--- config.mk ---
export PLATFORM = sky130hd
export DESIGN_NAME = ppc_port_ctrl
export DESIGN_NICKNAME = d
export VERILOG_FILES = /design/src/core/ppc_pkg.sv /design/src/core/ppc_port_ctrl.sv /design/src/core/ppc_status_word.sv
export SDC_FILE = /design/constraint.sdc
export NUM_CORES = 1
export LEC_CHECK = 0
export BUFFER_PORTS_ARGS = -buffer_cell sky130_fd_sc_hd__buf_2
export CORE_MARGIN = 3
export CORE_UTILIZATION = 50
export DETAILED_ROUTE_END_ITERATION = 12
export PLACE_DENSITY_LB_ADDON = 0.2
export SYNTH_ARGS = -nofsm -noshare
export SYNTH_HDL_FRONTEND = slang
export SYNTH_SLANG_ARGS = --single-unit
--- constraint.sdc ---
create_clock -name i_clk -period 1.75 [get_ports i_clk]
set_input_delay 0.35 -clock i_clk [delete_from_list [all_inputs] [get_ports i_clk]]
set_output_delay 0.35 -clock i_clk [all_outputs]
set_load 0.01 [all_outputs]
--- src/core/ppc_pkg.sv ---
// constants, field positions and mode types of the parallel port control block
// Function
// - control word with bit 7 low is a single-bit Port C set/reset command
// - set/reset forces any one of eight Port C bits, others unchanged
// - command bits three to one pick the bit, bit zero gives its level
// - word 10010101 gives A basic input, B strobed output, C upper out, lower in
// - reading a port set as output returns its latched value
// - Port C read in strobed mode returns handshake status word
// - interrupt enables are internal flops seen only through Port C reads
// - status word layout follows the modes and directions of ports A and B
// - buffer-full bits ignore Port C writes and set/reset commands; request bits follow the enables they change
// - direct Port C write may change enables; host uses set/reset for free bits
// - bidirectional status: out full, out enable, in full, in enable, request A
// - bidirectional status bits two to zero follow the port B setup
// - bidirectional enables sit at bits six and four, writable by set/reset
// - commands 0d/0c and 09/08 enable/disable output and input interrupts
// - control word with bit 7 high sets modes and directions of all groups
// - two select lines pick A, B, C or command register, qualified by select
// - basic mode outputs stay latched, input reads return live pins
package ppc_pkg;
	localparam logic [1:0] SEL_PORT_A = 2'h0;
	localparam logic [1:0] SEL_PORT_B = 2'h1;
	localparam logic [1:0] SEL_PORT_C = 2'h2;
	localparam logic [1:0] SEL_CMD    = 2'h3;

	// command word fields
	localparam int CW_OPCODE  = 7;
	localparam int CW_IDX_HI  = 3;
	localparam int CW_IDX_LO  = 1;
	localparam int CW_LEVEL   = 0;
	localparam int MW_GA_HI   = 6;
	localparam int MW_GA_LO   = 5;
	localparam int MW_PA_IN   = 4;
	localparam int MW_PCU_IN  = 3;
	localparam int MW_GB_MODE = 2;
	localparam int MW_PB_IN   = 1;
	localparam int MW_PCL_IN  = 0;

	localparam logic [7:0] RESET_MODE_WORD   = 8'h9b;
	localparam logic [7:0] EXAMPLE_MODE_WORD = 8'h95;
	localparam logic [7:0] BYTE_ZERO         = 8'h00;
	localparam logic [3:0] NIB_ZERO          = 4'h0;

	// Port C positions used by the handshake groups
	localparam logic [2:0] PC_INTR_B = 3'h0;
	localparam logic [2:0] PC_BF_B   = 3'h1;
	localparam logic [2:0] PC_HS_B   = 3'h2;
	localparam logic [2:0] PC_INTR_A = 3'h3;
	localparam logic [2:0] PC_STB_A  = 3'h4;
	localparam logic [2:0] PC_IBF_A  = 3'h5;
	localparam logic [2:0] PC_ACK_A  = 3'h6;
	localparam logic [2:0] PC_OBF_A  = 3'h7;

	typedef enum logic [2:0] {
		GA_BASIC    = 3'b001,
		GA_STROBED  = 3'b010,
		GA_BIDIR    = 3'b100
	} ppc_gmode_t;
endpackage

--- src/core/ppc_port_ctrl.sv ---
// control word decoder, port latches and Port C handshake/status logic
`timescale 1ns/1ns
module ppc_port_ctrl (
	input  wire logic       i_clk,
	input  wire logic       i_rst,
	input  wire logic       i_cs,
	input  wire logic       i_port_sel_hi,
	input  wire logic       i_port_sel_lo,
	input  wire logic       i_wr,
	input  wire logic       i_rd,
	input  wire logic [7:0] i_wdata,
	output logic [7:0]      o_rdata,
	output logic            o_rd_valid,
	input  wire logic [7:0] i_pa,
	output logic [7:0]      o_pa,
	output logic            o_pa_oe_n,
	input  wire logic [7:0] i_pb,
	output logic [7:0]      o_pb,
	output logic            o_pb_oe_n,
	input  wire logic [7:0] i_pc,
	output logic [7:0]      o_pc,
	output logic [7:0]      o_pc_oe_n
);
	//--------------------------------------------------
	// access decode
	//--------------------------------------------------
	logic [1:0]          sel;
	logic                wr_acc;
	logic                rd_acc;
	logic                wr_cmd;
	logic                is_mode;
	logic                is_bsr;
	logic                wr_pc;
	logic [2:0]          bsr_idx;
	logic                bsr_lvl;
	ppc_pkg::ppc_gmode_t ga_mode;
	ppc_pkg::ppc_gmode_t next_ga_mode;
	logic                pa_in;
	logic                pb_in;
	logic                pcu_in;
	logic                pcl_in;
	logic                gb_strobed;
	logic [7:0]          pa_latch;
	logic [7:0]          pb_latch;
	logic [7:0]          pc_latch;
	logic [7:0]          pa_in_latch;
	logic [7:0]          pb_in_latch;
	logic                in_buf_full_grp_a;
	logic                out_buf_full_grp_a;
	logic                in_buf_full_grp_b;
	logic                out_buf_full_grp_b;
	logic                irq_req_grp_a;
	logic                irq_req_grp_b;
	logic                irq_en_grp_a;
	logic                irq_en_grp_b;
	logic                out_irq_en_bidir;
	logic                in_irq_en_bidir;
	logic [2:0]          ga_en_pos;
	logic                a_takes_in;
	logic                a_gives_out;
	logic                stb_a_n;
	logic                ack_a_n;
	logic                hs_b_n;
	logic [7:0]          status_word;
	logic [7:0]          next_pc;
	logic [7:0]          next_pc_drv;

	assign sel     = {i_port_sel_hi, i_port_sel_lo};
	assign wr_acc  = i_cs & i_wr;
	assign rd_acc  = i_cs & i_rd;
	assign wr_cmd  = wr_acc & (sel == ppc_pkg::SEL_CMD);
	assign is_mode = wr_cmd & i_wdata[ppc_pkg::CW_OPCODE];
	assign is_bsr  = wr_cmd & ~i_wdata[ppc_pkg::CW_OPCODE];
	assign wr_pc   = wr_acc & (sel == ppc_pkg::SEL_PORT_C);
	// bits six to four of a set/reset command are never looked at
	assign bsr_idx = i_wdata[ppc_pkg::CW_IDX_HI:ppc_pkg::CW_IDX_LO];
	assign bsr_lvl = i_wdata[ppc_pkg::CW_LEVEL];

	assign stb_a_n     = i_pc[ppc_pkg::PC_STB_A];
	assign ack_a_n     = i_pc[ppc_pkg::PC_ACK_A];
	assign hs_b_n      = i_pc[ppc_pkg::PC_HS_B];
	assign a_takes_in  = (ga_mode == ppc_pkg::GA_BIDIR) | ((ga_mode == ppc_pkg::GA_STROBED) & pa_in);
	assign a_gives_out = (ga_mode == ppc_pkg::GA_BIDIR) | ((ga_mode == ppc_pkg::GA_STROBED) & ~pa_in);
	assign ga_en_pos   = pa_in ? ppc_pkg::PC_STB_A : ppc_pkg::PC_ACK_A;

	always_comb
	begin
		case (i_wdata[ppc_pkg::MW_GA_HI:ppc_pkg::MW_GA_LO])
			2'h0:    next_ga_mode = ppc_pkg::GA_BASIC;
			2'h1:    next_ga_mode = ppc_pkg::GA_STROBED;
			default: next_ga_mode = ppc_pkg::GA_BIDIR;
		endcase
	end

	//--------------------------------------------------
	// mode register
	//--------------------------------------------------
	always_ff @(posedge i_clk)
	begin
		if (i_rst)
		begin
			ga_mode    <= ppc_pkg::GA_BASIC;
			pa_in      <= 1'b1;
			pcu_in     <= 1'b1;
			gb_strobed <= 1'b0;
			pb_in      <= 1'b1;
			pcl_in     <= 1'b1;
		end
		else if (is_mode)
		begin
			ga_mode    <= next_ga_mode;
			pa_in      <= i_wdata[ppc_pkg::MW_PA_IN];
			pcu_in     <= i_wdata[ppc_pkg::MW_PCU_IN];
			gb_strobed <= i_wdata[ppc_pkg::MW_GB_MODE];
			pb_in      <= i_wdata[ppc_pkg::MW_PB_IN];
			pcl_in     <= i_wdata[ppc_pkg::MW_PCL_IN];
		end
	end

	//--------------------------------------------------
	// output latches; a new mode word clears them
	//--------------------------------------------------
	always_ff @(posedge i_clk)
	begin
		if (i_rst || is_mode)
		begin
			pa_latch <= ppc_pkg::BYTE_ZERO;
			pb_latch <= ppc_pkg::BYTE_ZERO;
			pc_latch <= ppc_pkg::BYTE_ZERO;
		end
		else
		begin
			if (wr_acc && sel == ppc_pkg::SEL_PORT_A)
				pa_latch <= i_wdata;
			if (wr_acc && sel == ppc_pkg::SEL_PORT_B)
				pb_latch <= i_wdata;
			if (wr_pc)
				pc_latch <= i_wdata;
			else if (is_bsr)
				pc_latch[bsr_idx] <= bsr_lvl;
		end
	end

	//--------------------------------------------------
	// interrupt enable flops, reachable only through Port C
	//--------------------------------------------------
	always_ff @(posedge i_clk)
	begin
		if (i_rst || is_mode)
		begin
			irq_en_grp_a     <= 1'b0;
			irq_en_grp_b     <= 1'b0;
			out_irq_en_bidir <= 1'b0;
			in_irq_en_bidir  <= 1'b0;
		end
		else if (is_bsr)
		begin
			if (bsr_idx == ga_en_pos)
				irq_en_grp_a <= bsr_lvl;
			if (bsr_idx == ppc_pkg::PC_HS_B)
				irq_en_grp_b <= bsr_lvl;
			if (bsr_idx == ppc_pkg::PC_ACK_A)
				out_irq_en_bidir <= bsr_lvl;
			if (bsr_idx == ppc_pkg::PC_STB_A)
				in_irq_en_bidir <= bsr_lvl;
		end
		else if (wr_pc)
		begin
			// a whole-port write lands on the enables too
			irq_en_grp_a     <= i_wdata[ga_en_pos];
			irq_en_grp_b     <= i_wdata[ppc_pkg::PC_HS_B];
			out_irq_en_bidir <= i_wdata[ppc_pkg::PC_ACK_A];
			in_irq_en_bidir  <= i_wdata[ppc_pkg::PC_STB_A];
		end
	end

	//--------------------------------------------------
	// handshake flags; Port C writes reach only the request flags, through the enables
	//--------------------------------------------------
	always_ff @(posedge i_clk)
	begin
		if (i_rst || is_mode)
		begin
			in_buf_full_grp_a  <= 1'b0;
			out_buf_full_grp_a <= 1'b0;
			in_buf_full_grp_b  <= 1'b0;
			out_buf_full_grp_b <= 1'b0;
			irq_req_grp_a      <= 1'b0;
			irq_req_grp_b      <= 1'b0;
			pa_in_latch        <= ppc_pkg::BYTE_ZERO;
			pb_in_latch        <= ppc_pkg::BYTE_ZERO;
		end
		else
		begin
			// strobe set wins over a read clear in the same cycle
			if (a_takes_in && !stb_a_n)
			begin
				in_buf_full_grp_a <= 1'b1;
				pa_in_latch       <= i_pa;
			end
			else if (rd_acc && sel == ppc_pkg::SEL_PORT_A)
				in_buf_full_grp_a <= 1'b0;
			if (a_gives_out && wr_acc && sel == ppc_pkg::SEL_PORT_A)
				out_buf_full_grp_a <= 1'b1;
			else if (!ack_a_n)
				out_buf_full_grp_a <= 1'b0;
			if (gb_strobed && pb_in && !hs_b_n)
			begin
				in_buf_full_grp_b <= 1'b1;
				pb_in_latch       <= i_pb;
			end
			else if (rd_acc && sel == ppc_pkg::SEL_PORT_B)
				in_buf_full_grp_b <= 1'b0;
			if (gb_strobed && !pb_in && wr_acc && sel == ppc_pkg::SEL_PORT_B)
				out_buf_full_grp_b <= 1'b1;
			else if (!hs_b_n)
				out_buf_full_grp_b <= 1'b0;
			case (ga_mode)
				ppc_pkg::GA_STROBED:
					irq_req_grp_a <= irq_en_grp_a & (pa_in ? (in_buf_full_grp_a & stb_a_n)
						: (~out_buf_full_grp_a & ack_a_n));
				ppc_pkg::GA_BIDIR:
					irq_req_grp_a <= (in_irq_en_bidir & in_buf_full_grp_a & stb_a_n)
						| (out_irq_en_bidir & ~out_buf_full_grp_a & ack_a_n);
				default:
					irq_req_grp_a <= 1'b0;
			endcase
			irq_req_grp_b <= gb_strobed & irq_en_grp_b & hs_b_n
				& (pb_in ? in_buf_full_grp_b : ~out_buf_full_grp_b);
		end
	end

	ppc_status_word u_status (
		.i_ga_mode      (ga_mode),
		.i_pa_in        (pa_in),
		.i_gb_strobed   (gb_strobed),
		.i_pb_in        (pb_in),
		.i_pcu_in       (pcu_in),
		.i_pcl_in       (pcl_in),
		.i_pc_latch     (pc_latch),
		.i_pc_pins      (i_pc),
		.i_ibf_a        (in_buf_full_grp_a),
		.i_obf_a        (out_buf_full_grp_a),
		.i_irq_a        (irq_req_grp_a),
		.i_ibf_b        (in_buf_full_grp_b),
		.i_obf_b        (out_buf_full_grp_b),
		.i_irq_b        (irq_req_grp_b),
		.i_en_a         (irq_en_grp_a),
		.i_en_b         (irq_en_grp_b),
		.i_en_out_bidir (out_irq_en_bidir),
		.i_en_in_bidir  (in_irq_en_bidir),
		.o_word         (status_word)
	);

	//--------------------------------------------------
	// read data
	//--------------------------------------------------
	always_ff @(posedge i_clk)
	begin
		if (i_rst)
		begin
			o_rdata    <= ppc_pkg::BYTE_ZERO;
			o_rd_valid <= 1'b0;
		end
		else
		begin
			o_rd_valid <= rd_acc;
			if (rd_acc)
			begin
				case (sel)
					ppc_pkg::SEL_PORT_A:
						o_rdata <= a_takes_in ? pa_in_latch : (pa_in ? i_pa : pa_latch);
					ppc_pkg::SEL_PORT_B:
						o_rdata <= (gb_strobed && pb_in) ? pb_in_latch : (pb_in ? i_pb : pb_latch);
					ppc_pkg::SEL_PORT_C:
						o_rdata <= status_word;
					default:
						o_rdata <= ppc_pkg::BYTE_ZERO;
				endcase
			end
		end
	end

	//--------------------------------------------------
	// pin drivers
	//--------------------------------------------------
	always_comb
	begin
		next_pc     = pc_latch;
		next_pc_drv = {{4{~pcu_in}}, {4{~pcl_in}}};
		if (ga_mode != ppc_pkg::GA_BASIC)
		begin
			next_pc[ppc_pkg::PC_INTR_A]     = irq_req_grp_a;
			next_pc[ppc_pkg::PC_IBF_A]      = in_buf_full_grp_a;
			next_pc[ppc_pkg::PC_OBF_A]      = ~out_buf_full_grp_a;
			next_pc_drv[ppc_pkg::PC_INTR_A] = 1'b1;
			next_pc_drv[ppc_pkg::PC_IBF_A]  = a_takes_in | (pcu_in ? 1'b0 : 1'b1);
			next_pc_drv[ppc_pkg::PC_OBF_A]  = a_gives_out | (pcu_in ? 1'b0 : 1'b1);
			if (a_takes_in)
				next_pc_drv[ppc_pkg::PC_STB_A] = 1'b0;
			else
				next_pc[ppc_pkg::PC_IBF_A] = pc_latch[ppc_pkg::PC_IBF_A];
			if (a_gives_out)
				next_pc_drv[ppc_pkg::PC_ACK_A] = 1'b0;
			else
				next_pc[ppc_pkg::PC_OBF_A] = pc_latch[ppc_pkg::PC_OBF_A];
		end
		if (gb_strobed)
		begin
			next_pc[ppc_pkg::PC_INTR_B]     = irq_req_grp_b;
			next_pc[ppc_pkg::PC_BF_B]       = pb_in ? in_buf_full_grp_b : ~out_buf_full_grp_b;
			next_pc_drv[ppc_pkg::PC_INTR_B] = 1'b1;
			next_pc_drv[ppc_pkg::PC_BF_B]   = 1'b1;
			next_pc_drv[ppc_pkg::PC_HS_B]   = 1'b0;
		end
	end

	genvar gi;
	generate
		for (gi = 0; gi < 8; gi++)
		begin : g_pc_pin
			always_ff @(posedge i_clk)
			begin
				if (i_rst)
				begin
					o_pc[gi]      <= 1'b0;
					o_pc_oe_n[gi] <= 1'b1;
				end
				else
				begin
					o_pc[gi]      <= next_pc[gi];
					o_pc_oe_n[gi] <= ~next_pc_drv[gi];
				end
			end
		end
	endgenerate

	// bidirectional port A only drives while the peripheral acknowledges
	always_ff @(posedge i_clk)
	begin
		if (i_rst)
		begin
			o_pa      <= ppc_pkg::BYTE_ZERO;
			o_pa_oe_n <= 1'b1;
			o_pb      <= ppc_pkg::BYTE_ZERO;
			o_pb_oe_n <= 1'b1;
		end
		else
		begin
			o_pa      <= pa_latch;
			o_pa_oe_n <= (ga_mode == ppc_pkg::GA_BIDIR) ? ack_a_n : pa_in;
			o_pb      <= pb_latch;
			o_pb_oe_n <= pb_in;
		end
	end

	//--------------------------------------------------
	// checks
	//--------------------------------------------------
	logic [7:0] bsr_mask_q;
	always_ff @(posedge i_clk)
		bsr_mask_q <= {7'h00, 1'b1} << bsr_idx;

	bsr_level_a: assert property (@(posedge i_clk) disable iff (i_rst)
		is_bsr |=> ((pc_latch & bsr_mask_q) != 8'h00) == $past(bsr_lvl))
		else $error("set/reset level not applied");
	bsr_others_a: assert property (@(posedge i_clk) disable iff (i_rst)
		is_bsr |=> (pc_latch & ~bsr_mask_q) == ($past(pc_latch) & ~bsr_mask_q))
		else $error("set/reset touched other bits");
	mode_example_a: assert property (@(posedge i_clk) disable iff (i_rst)
		is_mode && i_wdata == ppc_pkg::EXAMPLE_MODE_WORD |=> ga_mode == ppc_pkg::GA_BASIC
		&& pa_in && gb_strobed && !pb_in && !pcu_in && pcl_in)
		else $error("example mode word decoded wrongly");
	out_readback_a: assert property (@(posedge i_clk) disable iff (i_rst)
		rd_acc && sel == ppc_pkg::SEL_PORT_A && ga_mode == ppc_pkg::GA_BASIC && !pa_in
		|=> o_rd_valid && o_rdata == $past(pa_latch))
		else $error("output port readback wrong");
	in_live_a: assert property (@(posedge i_clk) disable iff (i_rst)
		rd_acc && sel == ppc_pkg::SEL_PORT_B && !gb_strobed && pb_in
		|=> o_rdata == $past(i_pb))
		else $error("basic input read not live");
	flags_hold_a: assert property (@(posedge i_clk) disable iff (i_rst)
		(wr_pc || is_bsr) && stb_a_n && ack_a_n |=> $stable(in_buf_full_grp_a)
		&& $stable(out_buf_full_grp_a))
		else $error("status flag moved on port C write");
	bidir_status_a: assert property (@(posedge i_clk) disable iff (i_rst)
		rd_acc && sel == ppc_pkg::SEL_PORT_C && ga_mode == ppc_pkg::GA_BIDIR
		|=> o_rdata[7:3] == $past({out_buf_full_grp_a, out_irq_en_bidir,
		in_buf_full_grp_a, in_irq_en_bidir, irq_req_grp_a}))
		else $error("bidirectional status word wrong");
	bidir_enable_a: assert property (@(posedge i_clk) disable iff (i_rst)
		is_bsr && bsr_idx == ppc_pkg::PC_ACK_A ##1 ga_mode == ppc_pkg::GA_BIDIR
		|-> out_irq_en_bidir == $past(bsr_lvl))
		else $error("output interrupt enable not written");
	reset_state_a: assert property (@(posedge i_clk)
		i_rst |=> pa_in && pb_in && pcu_in && pcl_in && !irq_en_grp_a && !irq_en_grp_b
		&& !out_irq_en_bidir && !in_irq_en_bidir)
		else $error("reset state wrong");

	mode_write_c: cover property (@(posedge i_clk) disable iff (i_rst) is_mode);
	bidir_read_c: cover property (@(posedge i_clk) disable iff (i_rst)
		ga_mode == ppc_pkg::GA_BIDIR && rd_acc && sel == ppc_pkg::SEL_PORT_C);
	irq_a_c: cover property (@(posedge i_clk) disable iff (i_rst) irq_req_grp_a);
	strobe_fill_c: cover property (@(posedge i_clk) disable iff (i_rst)
		in_buf_full_grp_b ##1 rd_acc && sel == ppc_pkg::SEL_PORT_B);
endmodule

--- src/core/ppc_status_word.sv ---
// builds the Port C read value from pins, latch and handshake flags
`timescale 1ns/1ns
module ppc_status_word (
	input  wire ppc_pkg::ppc_gmode_t i_ga_mode,
	input  wire logic                i_pa_in,
	input  wire logic                i_gb_strobed,
	input  wire logic                i_pb_in,
	input  wire logic                i_pcu_in,
	input  wire logic                i_pcl_in,
	input  wire logic [7:0]          i_pc_latch,
	input  wire logic [7:0]          i_pc_pins,
	input  wire logic                i_ibf_a,
	input  wire logic                i_obf_a,
	input  wire logic                i_irq_a,
	input  wire logic                i_ibf_b,
	input  wire logic                i_obf_b,
	input  wire logic                i_irq_b,
	input  wire logic                i_en_a,
	input  wire logic                i_en_b,
	input  wire logic                i_en_out_bidir,
	input  wire logic                i_en_in_bidir,
	output logic [7:0]               o_word
);
	always_comb
	begin
		// free bits: output bits read back the latch, input bits the live pins
		o_word[7:4] = i_pcu_in ? i_pc_pins[7:4] : i_pc_latch[7:4];
		o_word[3:0] = i_pcl_in ? i_pc_pins[3:0] : i_pc_latch[3:0];
		case (i_ga_mode)
			ppc_pkg::GA_STROBED:
			begin
				o_word[ppc_pkg::PC_INTR_A] = i_irq_a;
				if (i_pa_in)
				begin
					o_word[ppc_pkg::PC_STB_A] = i_en_a;
					o_word[ppc_pkg::PC_IBF_A] = i_ibf_a;
				end
				else
				begin
					o_word[ppc_pkg::PC_ACK_A] = i_en_a;
					o_word[ppc_pkg::PC_OBF_A] = i_obf_a;
				end
			end
			ppc_pkg::GA_BIDIR:
			begin
				o_word[ppc_pkg::PC_OBF_A]  = i_obf_a;
				o_word[ppc_pkg::PC_ACK_A]  = i_en_out_bidir;
				o_word[ppc_pkg::PC_IBF_A]  = i_ibf_a;
				o_word[ppc_pkg::PC_STB_A]  = i_en_in_bidir;
				o_word[ppc_pkg::PC_INTR_A] = i_irq_a;
			end
			default:
			begin
				// basic mode: upper bits stay as the free-bit readback above
			end
		endcase
		if (i_gb_strobed)
		begin
			// group B layout is the same in strobed and bidirectional A modes
			o_word[ppc_pkg::PC_HS_B]   = i_en_b;
			o_word[ppc_pkg::PC_BF_B]   = i_pb_in ? i_ibf_b : i_obf_b;
			o_word[ppc_pkg::PC_INTR_B] = i_irq_b;
		end
	end
endmodule

==> out/qor.csv <==
metric,value,unit
status,"finished, final reports clean",
Worst Skew,0.006730,ns
Post-CTS Setup Repair Bufs,0,
CTS H-Tree Depth,3,
Die Width,98.70,um
Rel. slew slack,67.98,%
hold endpoint,pa_in_latch[3]$_SDFFE_PP0P_,
DR top layer,met4,
Syn-to-layout area delta,20.53,%
antenna violations before repair,0,
Leak,2.237,nW
Via density,5.591,
metal2 WL,5445,um
areal power density over the cells,836.9,nW/um2
combinational cell fraction of total power,9.7,%
GRT Total Usage,24.09,%
Synth Net Count,528,
post-route ant nets,0,
f_max,600.3,MHz
Sequential Power Share,54.1,%
routed wire length,11710,um
First DRT Iteration DRCs,223,
clock-pin transition on the worst setup and hold timing paths,0.09,ns
number of port buffers,81,
CTS tree,done,
Clk pwr share,36.2,%
met1 WL,5241,um
die height,98.70,um
most frequent cells after synthesis,"dfxtp_1, nand2_1, a21oi_1",
#FFs+latches synth,100,
asr flop ratio synth,0,%
largest net degree at the start of global routing,28,
Post-synth EDFFs,0,
layout cells sized above 1,25.64,%
diode count,0,
crit-path max FO,6,
routability congestion estimate,0.9658,
Root Driver,clkbuf_8,
final hold vios,0,
HPWL after detailed placement,8716,um
worst vdd ir,554.5,uV
cell row count,33,
Setup-failing EPs final,0,
cell taking the most area after synthesis,dfxtp_1,
Post-Synthesis Cells,489,
global-route wire length before repair,18810,um
setup TNS,0,ns
reg2reg start,ga_mode[2]$_SDFFE_PP0P_,
YS warnings,0,
RSZ-0062 raised after global routing,false,
Post-CTS Hold Buffers,0,
core area,8299,um2
period utilization,95.20,%
Clock Path Buffers,2,
mapped cell area,4297,um2
"Top FF cell, synth",dfxtp_1,
Crit Path Category,register to register,
Hold Path Class,input port to register,
Critical Path Source Type,register,
hold depth,3,
met3 WL post-DR,741,um
R2R Setup Slk,0.08,ns
Worst R2R End,o_rdata[3]$_SDFFE_PP0P_,
min Tclk post-route,1.666,ns
Post-Place Cells,675,
MaxCap Viol Count,0,
most common cell in the netlist,dfxtp_1,
wire length per cell,16.97,um
FF-to-FF path depth,6,
Synth cell types,50,
Worst Min Path Start,i_pa[3],
Syn Area/Cell,8.787,um2
sw power,1.045,mW
Via Count,3858,
Arrival @ worst endpoint,1.91,ns
crit end category,register,
remaining global-route overflow,0,
WP data required,2.00,ns
Post-route DRC,0,
fill count,730,
First-pass DRT Iterations,4,
"Seq/Total Area, Yosys",46.59,%
Area contributors post-synth,"dfxtp_1, mux2i_1, a21oi_1, nand2_1, nor2_1",
Clock Sinks,100,
IO Count,82,
Yosys top cell area share,46.59,%
Clock Latency Late Sink,0.36,ns
worst-margin pin slew,0.4803,ns
die area,9742,um2
sw frac,24.12,%
vias in the first global route,3739,
Final Non-Filler Cells,690,
Internal Pwr Total,3.288,mW
fin. max-slew vios,0,
CTS Buf Count,9,
Starting Density,51.77,%
post-layout net count,620,
## layer usage
| layer | vias up | track usage, % |
|---|---|---|
| met5 | - | 0 |
| met2 | 142 | 38.17 |
| met3 | 24 | 3.963 |
| li1 | 1895 | - |
| met1 | 1797 | 33.05 |
| met4 | 0 | 9.244 |
## state kept, by name, summed over array words and instances (netlist names), 7 cells and up
name         count
o_pc             8
pb_latch         8
pc_latch         8
o_pb             8
o_pa             8
o_pc_oe_n        7
pa_in_latch      8
o_rdata          8
pb_in_latch      8
pa_latch         8
## repair_timing
action,CTS,global route
resized for setup,2,6
endpoints found under the hold margin,0,0
setup endpoints to repair,7,7
## layout by cell type (no fill, tap or decap), types with 2 or more instances in the layout
cell type    n
mux2i_1     37
a22o_1       4
o211ai_1     3
clkbuf_8     9
a211oi_2     4
a21oi_1     51
o21a_1       4
inv_1        3
bufinv_16    2
buf_2       81
and3_1       3
dfxtp_2      3
a32oi_1      2
a211o_1      5
a31oi_1      2
nor3_1      10
nor2_1      44
nand3_1     10
or3_1        2
nor2b_1     24
o21ai_0     17
clkbuf_1     2
and4_1       2
o311ai_0     2
dfxtp_1     97
a311o_1      2
or2_2        2
buf_4       37
mux2_2       3
a211oi_1    15
o31ai_1      2
nand2b_1     7
nor3b_1      4
nand4bb_1    2
nand2_1     61
nand3b_1     2
a21o_1       6
clkinvlp_4   2
## power by group through the flow
stage                     Combinational (mW)  Clock (mW)  Sequential [mW]
final                                  0.419        1.57             2.34
after CTS                              0.415        1.60             2.34
after global placement                 0.409           0             2.40
after global routing                   0.456        1.69             2.35
after floorplan                        0.221           0             2.40
after detailed placement               0.412           0             2.40
## worst max-delay path by stage
stage	end	cells after the start	slack (ns)	start
global placement	o_rdata[3]$_SDFFE_PP0P_	4	0.04	pcl_in$_SDFFE_PP1P_
global route	pb_in_latch[7]$_SDFFE_PP0P_	5	0.003	gb_strobed$_SDFFE_PP0P_
CTS	o_rdata[0]$_SDFFE_PP0P_	5	0.01	pcl_in$_SDFFE_PP1P_
floorplan	o_rdata[6]$_SDFFE_PP0P_	8	0.03	ga_mode[2]$_SDFFE_PP0P_
detailed placement	pa_in_latch[2]$_SDFFE_PP0P_	5	-0.01	ga_mode[0]$_SDFFE_PP1P_
finish	o_rdata[3]$_SDFFE_PP0P_	6	0.08	ga_mode[2]$_SDFFE_PP0P_
## final cells by class
class                   instances  area, um2  area share [%]
clock buffers                  11      131.4           2.537
inverters                       3      11.26          0.2174
clock inverters                 4      75.07           1.450
flip-flops and latches        100       2006           38.73
well taps                     105      131.4           2.537
repair buffers                119      703.2           13.58
multi-input cells             348       2121           40.95
## metrics by stage
stage | utilization (%) | worst slack, ns | total power [mW] | hold slack (ns) | cell area, um2
after floorplan | - | 0.02834 | 2.620 | 0.4401 | 4297
after global placement | 59.63 | 0.03930 | 2.806 | 0.4529 | 4949
after detailed placement | 59.63 | -0.01161 | 2.810 | 0.4595 | 4949
after CTS | 62.20 | 0.01089 | 4.360 | 0.2289 | 5162
after global routing | 62.40 | 0.002609 | 4.496 | 0.2341 | 5179
final | 62.40 | 0.08407 | 4.334 | 0.2322 | 5179
## kinds of logic after synthesis
group	after synthesis	synth area share, %
flops	100	46.59
compound gates	126	18.90
mux	40	9.406
simple gates	181	20.38
xor+xnor	1	0.2039
buf+inv	41	4.514
## worst max-delay path: stages, from the launching register on
cell	delay, ns
dfxtp_2	0.35
buf_4	0.15
nand2b_1	0.17
a21oi_2	0.19
mux2_2	0.37
a211oi_2	0.23
a211oi_1	0.09
No activity file was read; power rests on OpenSTA's default activity.
